==> src/rtl/mmd_pkg.sv <==
// Constants for the memory map decoder
package mmd_pkg;
    localparam int ADDR_W = 16;
    localparam logic [15:0] VEC_LO = 16'h0000;
    localparam logic [15:0] VEC_HI = 16'h003F;
    localparam logic [15:0] TCALL_LO = 16'h0040;
    localparam logic [15:0] TCALL_HI = 16'h007F;
    localparam logic [15:0] FCALL_LO = 16'h0800;
    localparam logic [15:0] FCALL_HI = 16'h0FFF;
    localparam logic [15:0] ROM_HI = 16'hEFFF;
    localparam logic [15:0] XRAM_LO = 16'hF400;
    localparam logic [15:0] XRAM_HI = 16'hF7DF;
    localparam logic [15:0] DISP_LO = 16'hFA58;
    localparam logic [15:0] DISP_HI = 16'hFA7F;
    localparam logic [15:0] HRAM_LO = 16'hFB00;
    localparam logic [15:0] HRAM_HI = 16'hFEFF;
    localparam logic [15:0] GREG_LO = 16'hFEE0;
    localparam logic [15:0] SFR_LO = 16'hFF00;
    localparam logic [15:0] SFR_HI = 16'hFFFF;
    localparam logic [15:0] RESET_VEC = 16'h0000;
    localparam logic [15:0] VEC_BRK = 16'h003E;
    localparam logic [7:0] REGION_NONE = 8'h00;
    // Bit positions in the one-hot region select
    localparam int R_ROM = 0;
    localparam int R_XRAM = 1;
    localparam int R_DISP = 2;
    localparam int R_HRAM = 3;
    localparam int R_SFR = 4;
    localparam int R_EXT = 5;
    localparam int R_UNMAP = 6;
    localparam int NREG = 7;
endpackage

==> src/rtl/mmd_range.sv <==
// Inclusive address range compare
`timescale 1ns/1ps
module mmd_range #(
    parameter logic [15:0] LO = 16'h0000,
    parameter logic [15:0] HI = 16'hFFFF
) (
    // Address in
    input wire logic [15:0] addr,
    // Hit out
    output logic hit
);
    // Range test
    assign hit = (addr >= LO) && (addr <= HI);
endmodule

==> src/rtl/mmd_memory_map_decoder.sv <==
// Memory map decoder for a 64K-byte CPU address space
`timescale 1ns/1ps
module mmd_memory_map_decoder (
    // Clock and reset
    input wire logic clk,
    input wire logic rst,
    // CPU address request
    input wire logic req,
    input wire logic fetch,
    input wire logic [15:0] addr,
    input wire logic fixed_area_call,
    input wire logic table_call_one_byte,
    // Vector lookup request
    input wire logic vec_req,
    input wire logic [4:0] vec_index,
    // Memory expansion mode enable
    input wire logic ext_enable,
    // Region selects, one-hot
    output logic [6:0] region,
    output logic valid,
    // Program area flags
    output logic in_vector,
    output logic in_table_call,
    output logic in_fixed_call,
    output logic call_target_bad,
    // Data area details
    output logic in_gen_reg,
    output logic [1:0] gen_bank,
    output logic [2:0] gen_reg,
    output logic [9:0] hram_index,
    output logic [5:0] disp_index,
    output logic [9:0] xram_index,
    output logic [7:0] sfr_index,
    output logic fetch_fault,
    // Vector byte addresses
    output logic vec_valid,
    output logic [15:0] vec_lo_addr,
    output logic [15:0] vec_hi_addr
);
    ////////////////////////////////////////////////////////////////////
    // Range detectors
    logic h_vec, h_ct, h_cf, h_rom, h_xram, h_disp, h_hram, h_greg, h_sfr;
    mmd_range #(.LO(mmd_pkg::VEC_LO), .HI(mmd_pkg::VEC_HI)) u_vec (.addr(addr), .hit(h_vec));
    mmd_range #(.LO(mmd_pkg::TCALL_LO), .HI(mmd_pkg::TCALL_HI)) u_ct (.addr(addr), .hit(h_ct));
    mmd_range #(.LO(mmd_pkg::FCALL_LO), .HI(mmd_pkg::FCALL_HI)) u_cf (.addr(addr), .hit(h_cf));
    mmd_range #(.LO(mmd_pkg::VEC_LO), .HI(mmd_pkg::ROM_HI)) u_rom (.addr(addr), .hit(h_rom));
    mmd_range #(.LO(mmd_pkg::XRAM_LO), .HI(mmd_pkg::XRAM_HI)) u_xr (.addr(addr), .hit(h_xram));
    mmd_range #(.LO(mmd_pkg::DISP_LO), .HI(mmd_pkg::DISP_HI)) u_dp (.addr(addr), .hit(h_disp));
    mmd_range #(.LO(mmd_pkg::HRAM_LO), .HI(mmd_pkg::HRAM_HI)) u_hr (.addr(addr), .hit(h_hram));
    mmd_range #(.LO(mmd_pkg::GREG_LO), .HI(mmd_pkg::HRAM_HI)) u_gr (.addr(addr), .hit(h_greg));
    mmd_range #(.LO(mmd_pkg::SFR_LO), .HI(mmd_pkg::SFR_HI)) u_sf (.addr(addr), .hit(h_sfr));

    ////////////////////////////////////////////////////////////////////
    // Exactly one region per address, external only when enabled
    logic [6:0] next_region;
    logic h_gap;
    assign h_gap = !(h_rom || h_xram || h_disp || h_hram || h_sfr);
    always_comb begin
        next_region = mmd_pkg::REGION_NONE[6:0];
        if (h_rom) begin
            next_region[mmd_pkg::R_ROM] = 1'b1;
        end else if (h_xram) begin
            next_region[mmd_pkg::R_XRAM] = 1'b1;
        end else if (h_disp) begin
            next_region[mmd_pkg::R_DISP] = 1'b1;
        end else if (h_hram) begin
            next_region[mmd_pkg::R_HRAM] = 1'b1;
        end else if (h_sfr) begin
            next_region[mmd_pkg::R_SFR] = 1'b1;
        end else if (ext_enable) begin
            next_region[mmd_pkg::R_EXT] = 1'b1;
        end else begin
            next_region[mmd_pkg::R_UNMAP] = 1'b1;
        end
    end

    // Registered region select; every address accepted
    always_ff @(posedge clk or posedge rst) begin
        if (rst) begin
            region <= 7'h00;
            valid <= 1'b0;
        end else begin
            region <= req ? next_region : 7'h00;
            valid <= req;
        end
    end

    ////////////////////////////////////////////////////////////////////
    // Program memory area flags
    always_ff @(posedge clk or posedge rst) begin
        if (rst) begin
            in_vector <= 1'b0;
            in_table_call <= 1'b0;
            in_fixed_call <= 1'b0;
            call_target_bad <= 1'b0;
        end else begin
            in_vector <= req && h_vec;
            in_table_call <= req && h_ct;
            in_fixed_call <= req && h_cf;
            call_target_bad <= req && ((fixed_area_call && !h_cf)
                || (table_call_one_byte && !h_ct));
        end
    end

    ////////////////////////////////////////////////////////////////////
    // Data area indices and fetch fault
    always_ff @(posedge clk or posedge rst) begin
        if (rst) begin
            in_gen_reg <= 1'b0;
            gen_bank <= 2'h0;
            gen_reg <= 3'h0;
            hram_index <= 10'h000;
            disp_index <= 6'h00;
            xram_index <= 10'h000;
            sfr_index <= 8'h00;
            fetch_fault <= 1'b0;
        end else begin
            in_gen_reg <= req && h_greg;
            gen_bank <= addr[4:3];
            gen_reg <= addr[2:0];
            hram_index <= 10'(addr - mmd_pkg::HRAM_LO);
            disp_index <= 6'(addr - mmd_pkg::DISP_LO);
            xram_index <= 10'(addr - mmd_pkg::XRAM_LO);
            sfr_index <= addr[7:0];
            fetch_fault <= req && fetch && h_xram;
        end
    end

    ////////////////////////////////////////////////////////////////////
    // Vector byte addresses, reset vector after reset release
    logic first;
    always_ff @(posedge clk or posedge rst) begin
        if (rst) begin
            first <= 1'b1;
            vec_valid <= 1'b0;
            vec_lo_addr <= 16'h0000;
            vec_hi_addr <= 16'h0000;
        end else begin
            first <= 1'b0;
            vec_valid <= first || vec_req;
            if (first) begin
                vec_lo_addr <= mmd_pkg::RESET_VEC;
                vec_hi_addr <= mmd_pkg::RESET_VEC | 16'h0001;
            end else if (vec_req) begin
                vec_lo_addr <= {10'h000, vec_index, 1'b0};
                vec_hi_addr <= {10'h000, vec_index, 1'b1};
            end
        end
    end
endmodule

==> config.mk <==
export PLATFORM = sky130hd
export DESIGN_NAME = mmd_memory_map_decoder
export DESIGN_NICKNAME = d
export VERILOG_FILES = /design/src/rtl/mmd_pkg.sv /design/src/rtl/mmd_range.sv /design/src/rtl/mmd_memory_map_decoder.sv
export SDC_FILE = /design/constraint.sdc
export NUM_CORES = 1
export LEC_CHECK = 0
export BUFFER_PORTS_ARGS = -buffer_cell sky130_fd_sc_hd__buf_2
export CAP_MARGIN = 10
export CORE_MARGIN = 2
export CORE_UTILIZATION = 42
export DETAILED_ROUTE_END_ITERATION = 10
export PLACE_DENSITY = 0.87
export SLEW_MARGIN = 30
export SYNTH_ARGS = -nofsm -noshare
export SYNTH_HDL_FRONTEND = slang
export SYNTH_HIERARCHICAL = 1
export SYNTH_SLANG_ARGS = --single-unit
export TNS_END_PERCENT = 50
==> constraint.sdc <==
create_clock -name clk -period 1.72 [get_ports clk]
set_clock_uncertainty 0.2 [all_clocks]
set_input_delay 0.344 -clock clk [delete_from_list [all_inputs] [get_ports clk]]
set_output_delay 0.344 -clock clk [all_outputs]
set_load 0.03 [all_outputs]
==> impl_metrics.json, run 1 <==
{
  "reg2regPathDepth": 1,
  "fin_nets": 278,
  "peakVddDrop_mv": 0.3806,
  "clk_pin_slew_ns": 0.07,
  "antenna_found_initial": 0,
  "clock-sinks": 37,
  "start_util_pct": 44.43,
  "wl_per_cell_um": 12.43,
  "status": "finished, final reports clean",
  "first_pass_iters": 4,
  "worst-path-max-fanout": 6,
  "drive_gt1_share_pct": 55.02,
  "fmax_ghz": 0.6405,
  "worst_setup_path_start_kind": "input port",
  "drtAntennaViolNets": 0,
  "fin_crit_ns": 1.561,
  "die_w_um": 69.75,
  "syn_area_um2": 1815,
  "post_cts_resized": 0,
  "internal_power_uw": 1360,
  "hold_viol": 0,
  "power_density_nw_per_um2": 845.8,
  "postSynthAreaPerCell_um2": 11.79,
  "cp-end-kind": "flip-flop",
  "fin_setup_tns_ns": 0,
  "drt_iter0_markers": 50,
  "vias_per_cell": 4.485,
  "ys_ff_latch": 37,
  "cts_root_buf": "clkbuf_8",
  "async_flop_share_pct": 100.0,
  "dp_hpwl_mm": 2.954,
  "swShare_pct": 30.78,
  "critical_path_class": "in2reg",
  "clockBufferDepth": 2,
  "seq_power_share_pct": 47.1,
  "io_buffers": 93,
  "pwr-share-clk_pct": 30.4,
  "fin_cells": 299,
  "required_ns": 1.70,
  "insertion_delay_ns": 0.27,
  "die_area_um2": 4864,
  "drc": 0,
  "whs_path_depth": 2,
  "die_h_um": 69.75,
  "ys_types": 38,
  "min_path_type": "in2reg",
  "wl_mm": 3.716,
  "syn_to_final_growth_pct": 27.98,
  "htreeDepth": 2,
  "cts_made_buffers": 5,
  "synth_warnings": 6,
  "synth_top_flop_cell": "dfrtp_1",
  "nFillCells": 365,
  "multiInputGateArea_um2": 573.1,
  "slew_violations": 0,
  "seq_area_frac_synth_pct": 51.07,
  "grt_overflow_total": 0,
  "power_leakage_uw": 0.001253,
  "p_sw_uw": 604.9,
  "ios": 115,
  "largestRegisters": "region: 7 flops, sfr_index: 7 flops, vec_lo_addr: 4 flops",
  "period_share_pct": 90.77,
  "cap_violations": 0,
  "p_comb_share_pct": 22.5,
  "vias": 1341,
  "cts_tree": "done",
  "synth_edf_count": 0,
  "diodes": 0,
  "cp.arrival_ns": 1.55,
  "postSynthCellCount": 154,
  "place.gp.congestion": 0.7800,
  "track_usage_pct": 15.44,
  "grt_pass1_wl_mm": 5.947,
  "dp.cells": 287,
  "coreArea_um2": 4086,
  "finalSetupViolCount": 0,
  "finalPower_uw": 1965,
  "rows": 23,
  "grt_max_degree": 25,
  "post-route-util_pct": 56.86,
  "register_area_um2": 927.1,
  "grt_pass1_vias": 1287,
  "rsz0062_at_grt": "false"
}
-- power by group through the flow --
stage                     Combinational [µW]  Sequential, µW  Clock, µW
final                                    443             926        597
after global placement                   433             940          0
after global routing                     469             931        662
after floorplan                          280            1010          0
after detailed placement                 438             942          0
after CTS                                445             926        617
-- per-stage QoR --
| stage | hold slack (ns) | setup slack, ns | area, µm² |
|---|---|---|---|
| 2_1_floorplan | 0.1754 | 0.06891 | 1894 |
| 3_3_place_gp | 0.1722 | -0.1270 | 2193 |
| 3_5_place_dp | 0.1727 | -0.1447 | 2193 |
| 4_1_cts | 0.03943 | 0.1472 | 2323 |
| 5_1_grt | 0.03995 | 0.09119 | 2323 |
| 6_report | 0.04680 | 0.1587 | 2323 |
-- worst max-delay path, cell delays in order --
cell and delay [ns]:
buf_2 0.14, and4_1 0.20, a211oi_2 0.08, or4b_4 0.56, nor4b_4 0.22
-- area by class of cell --
type | instances | share of cell area (%)
Clock buffer | 8 | 3.877
Inverter | 4 | 0.6462
Multi-Input combinational cell | 83 | 24.66
Sequential cell | 37 | 39.90
Tap cell | 50 | 2.693
Timing Repair Buffer | 117 | 28.22
-- worst paths after layout --
check | slack, ns | end | from
max in group asynchronous | 0.55 | first | rst
worst min-delay path | 0.05 | region[6] | ext_enable
worst min register to register | 0.27 | vec_hi_addr[0] | vec_hi_addr[0]
worst max-delay path | 0.16 | region[5] | addr[6]
worst max register to register | 0.65 | vec_hi_addr[0] | first
min in group asynchronous | 0.42 | disp_index[4] | rst
-- cells in the mapped netlist (all sizes together), types with 2 or more instances --
cell type | number | area (µm²)
a211oi | 2 | 25.02
and2 | 6 | 43.80
buf | 50 | 375.4
dfrtp | 36 | 900.9
inv | 4 | 15.01
mux2i | 5 | 50.05
nand2 | 3 | 11.26
nand2b | 2 | 12.51
nand3 | 2 | 10.01
nand4 | 4 | 25.02
nand4b | 3 | 26.28
nor2 | 7 | 26.28
nor4 | 5 | 50.05
or4 | 3 | 22.52
or4b | 2 | 23.77
-- placed cells by master, fill, tap and decap left out, drive strengths merged, types with 2 or more instances in the layout --
master         n
a211oi         2
nand3          2
dlygate4sd3    4
or4            3
conb          22
clkbuf         8
buf          113
inv            4
nor2           7
mux2i          5
nand4b         3
nand2          3
nand2b         2
or4b           2
and2           6
nand4          4
dfrtp         36
nor4           5
-- per-layer routing --
layer / up-vias / global-route usage [%] / share of wire [%]
met1: 625 / 18.60 / 40
met4: 0 / 5.128 / 0.86
met5: - / 0 / 0
met3: 5 / 3.634 / 7.8
met2: 70 / 27.14 / 51
li1: 641 / - / -
-- cells by family after synthesis --
family	synth area share (%)
other cells	0.2066
buf+inv	21.71
mux	2.757
flops	51.07
xor+xnor	0.9650
fa+ha+maj	0.6891
compound gates	2.619
simple gates	19.99
-- what timing repair did --
action,in CTS,in global routing
hold buffers,4,0
hold endpoints to repair,39,0
buffers inserted,0,0
(Power assumes the default switching activity.)
==> run 2: changes to the inputs <==
CELL_PAD_IN_SITES_DETAIL_PLACEMENT = 0   (was not set)
CELL_PAD_IN_SITES_GLOBAL_PLACEMENT = 1   (was not set)
CORE_UTILIZATION = 31   (was 42)
MAX_ROUTING_LAYER = met4   (was not set)
PLACE_DENSITY = 0.88   (was 0.87)
RECOVER_POWER = 100   (was not set)
==> run 2 against run 1 <==
Effect of this change: final cell count increased by 8.4%; global-route usage is 2.9 points lower; sequential share of layout area up 1.4 points; setup slack worse by 0.0068 ns; via count is 1.2% higher; highest routed layer unchanged.
==> impl_metrics.json, run 2 (synthesis gave the netlist of run 1 again) <==
{
  "status": "finished, final reports clean",
  "max_stage_delay_ns": 0.39,
  "reg2regPathDepth": 1,
  "track_usage_pct": 12.54,
  "grt_pass1_wl_mm": 5.761,
  "cts_hold_buffers": 4,
  "reg2reg_to": "vec_hi_addr[0]",
  "min_to": "region[6]",
  "drtAntennaViolNets": 0,
  "power_density_nw_per_um2": 922.4,
  "path_cells": "clkbuf_1",
  "worst_slew_pin_slew_ns": 0.5013,
  "post_cts_resized": 0,
  "hold_viol": 0,
  "power_leakage_uw": 0.001029,
  "fmax_ghz": 0.6377,
  "start_util_pct": 32.57,
  "slew_headroom_pct": 66.58,
  "fin_crit_ns": 1.568,
  "vias_per_cell": 4.188,
  "clk_pin_slew_ns": 0.07,
  "die_area_um2": 6484,
  "cts_made_buffers": 5,
  "htreeDepth": 2,
  "wl_per_cell_um": 11.91,
  "drive_gt1_share_pct": 24.21,
  "cp_num_buf_inv": 1,
  "drc": 0,
  "syn_to_final_growth_pct": 23.57,
  "r2r_start": "first",
  "ios": 115,
  "largestRegisters": "region: 7 flops, sfr_index: 7 flops, vec_lo_addr: 4 flops",
  "required_ns": 1.18,
  "worst_setup_path_start_kind": "flip-flop",
  "diodes": 0,
  "vias": 1357,
  "fin_cells": 324,
  "wl_mm": 3.860,
  "clock-sinks": 37,
  "cts_setup_buffers": 0,
  "fin_nets": 281,
  "cp.arrival_ns": 1.02,
  "grt_max_degree": 38,
  "grt_util_met2_pct": 22.00,
  "grt_pass1_vias": 1235,
  "worst-path-max-fanout": 5,
  "gr-usage-met1_pct": 13.33,
  "critical_path_class": "reg2out",
  "path_depth": 1,
  "critPathTopFamily": "flip-flops",
  "cp-end-kind": "primary output",
  "reg2reg_slack_ns": 0.61,
  "rsz0062_at_grt": "false",
  "finalSetupViolCount": 0,
  "dp.cells": 312,
  "peakVddDrop_mv": 0.6412,
  "fin_setup_tns_ns": 0,
  "period_share_pct": 91.17,
  "coreArea_um2": 5574,
  "gr-usage-met3_pct": 3.146,
  "cts_root_buf": "clkbuf_8",
  "first_pass_iters": 2,
  "final_common_cell": "clkbuf_1",
  "slew_violations": 0,
  "min_path_type": "in2reg",
  "cap_violations": 0,
  "antenna_found_initial": 0,
  "whs_path_depth": 2,
  "layout_setup_ws_ns": 0.1519,
  "insertion_delay_ns": 0.29,
  "place.gp.congestion": 0.7530,
  "dp_hpwl_mm": 2.968,
  "rows": 27,
  "clockBufferDepth": 2,
  "post-place-ws_ns": -0.2009,
  "crit_path_top_delay_cell": "dfrtp_1",
  "top_usage_layer": "met2",
  "cts_tree": "done",
  "hold_path.startpoint": "ext_enable",
  "layout_common_cells": "clkbuf_1, dfrtp_1, buf_2, conb_1, buf_4",
  "grt_overflow_total": 0,
  "drt_iter0_markers": 17,
  "io_buffers": 93,
  "die_w_um": 80.53,
  "die_h_um": 80.53
}
[run 2: power breakdown]
| part | switching [µW] | leakage, µW | internal (µW) |
|---|---|---|---|
| Clock | 296 | 0.0000552 | 430 |
| Sequential | 19.7 | 0.000459 | 906 |
| Combinational | 315 | 0.000514 | 103 |
| Total | 630 | 0.00103 | 1440 |
[run 2: routing by layer]
layer | routed length, µm | vias up | part of all wire, %
met2 | 1953 | 76 | 51
met4 | 68 | 0 | 1.8
li1 | - | 648 | -
met5 | 0 | - | 0
met3 | 367 | 8 | 9.5
met1 | 1471 | 625 | 38
[run 2: cell type report]
class / count / area [µm²]
Clock buffer: 6 / 72.57
Clock inverter: 2 / 35.03
Fill cell: 599 / 3331
Inverter: 4 / 15.01
Multi-Input combinational cell: 83 / 541.8
Sequential cell: 37 / 927.1
Tap cell: 72 / 90.09
Timing Repair Buffer: 120 / 561.8
[run 2: worst max-delay path by stage]
| stage | startpoint | to | slack [ns] |
|---|---|---|---|
| after floorplan | addr[9] | region[5] | 0.07 |
| after global placement | addr[3] | region[5] | -0.15 |
| after detailed placement | addr[3] | region[6] | -0.20 |
| after CTS | addr[3] | region[6] | 0.11 |
| after global routing | sfr_index[2] | gen_reg[2] | 0.07 |
| final | sfr_index[2] | gen_reg[2] | 0.15 |
[run 2: stage by stage]
| stage | utilization (%) | cell area [µm²] | hold WS (ns) | total power, µW |
|---|---|---|---|---|
| floorplan | - | 1894 | 0.1754 | 1293 |
| CTS | 43.12 | 2404 | 0.02269 | 2143 |
| global route | 40.25 | 2243 | 0.01604 | 2180 |
| detailed placement | 40.47 | 2256 | 0.2084 | 1391 |
| global placement | 40.47 | 2256 | 0.2049 | 1385 |
| finish | 40.25 | 2243 | 0.02199 | 2069 |
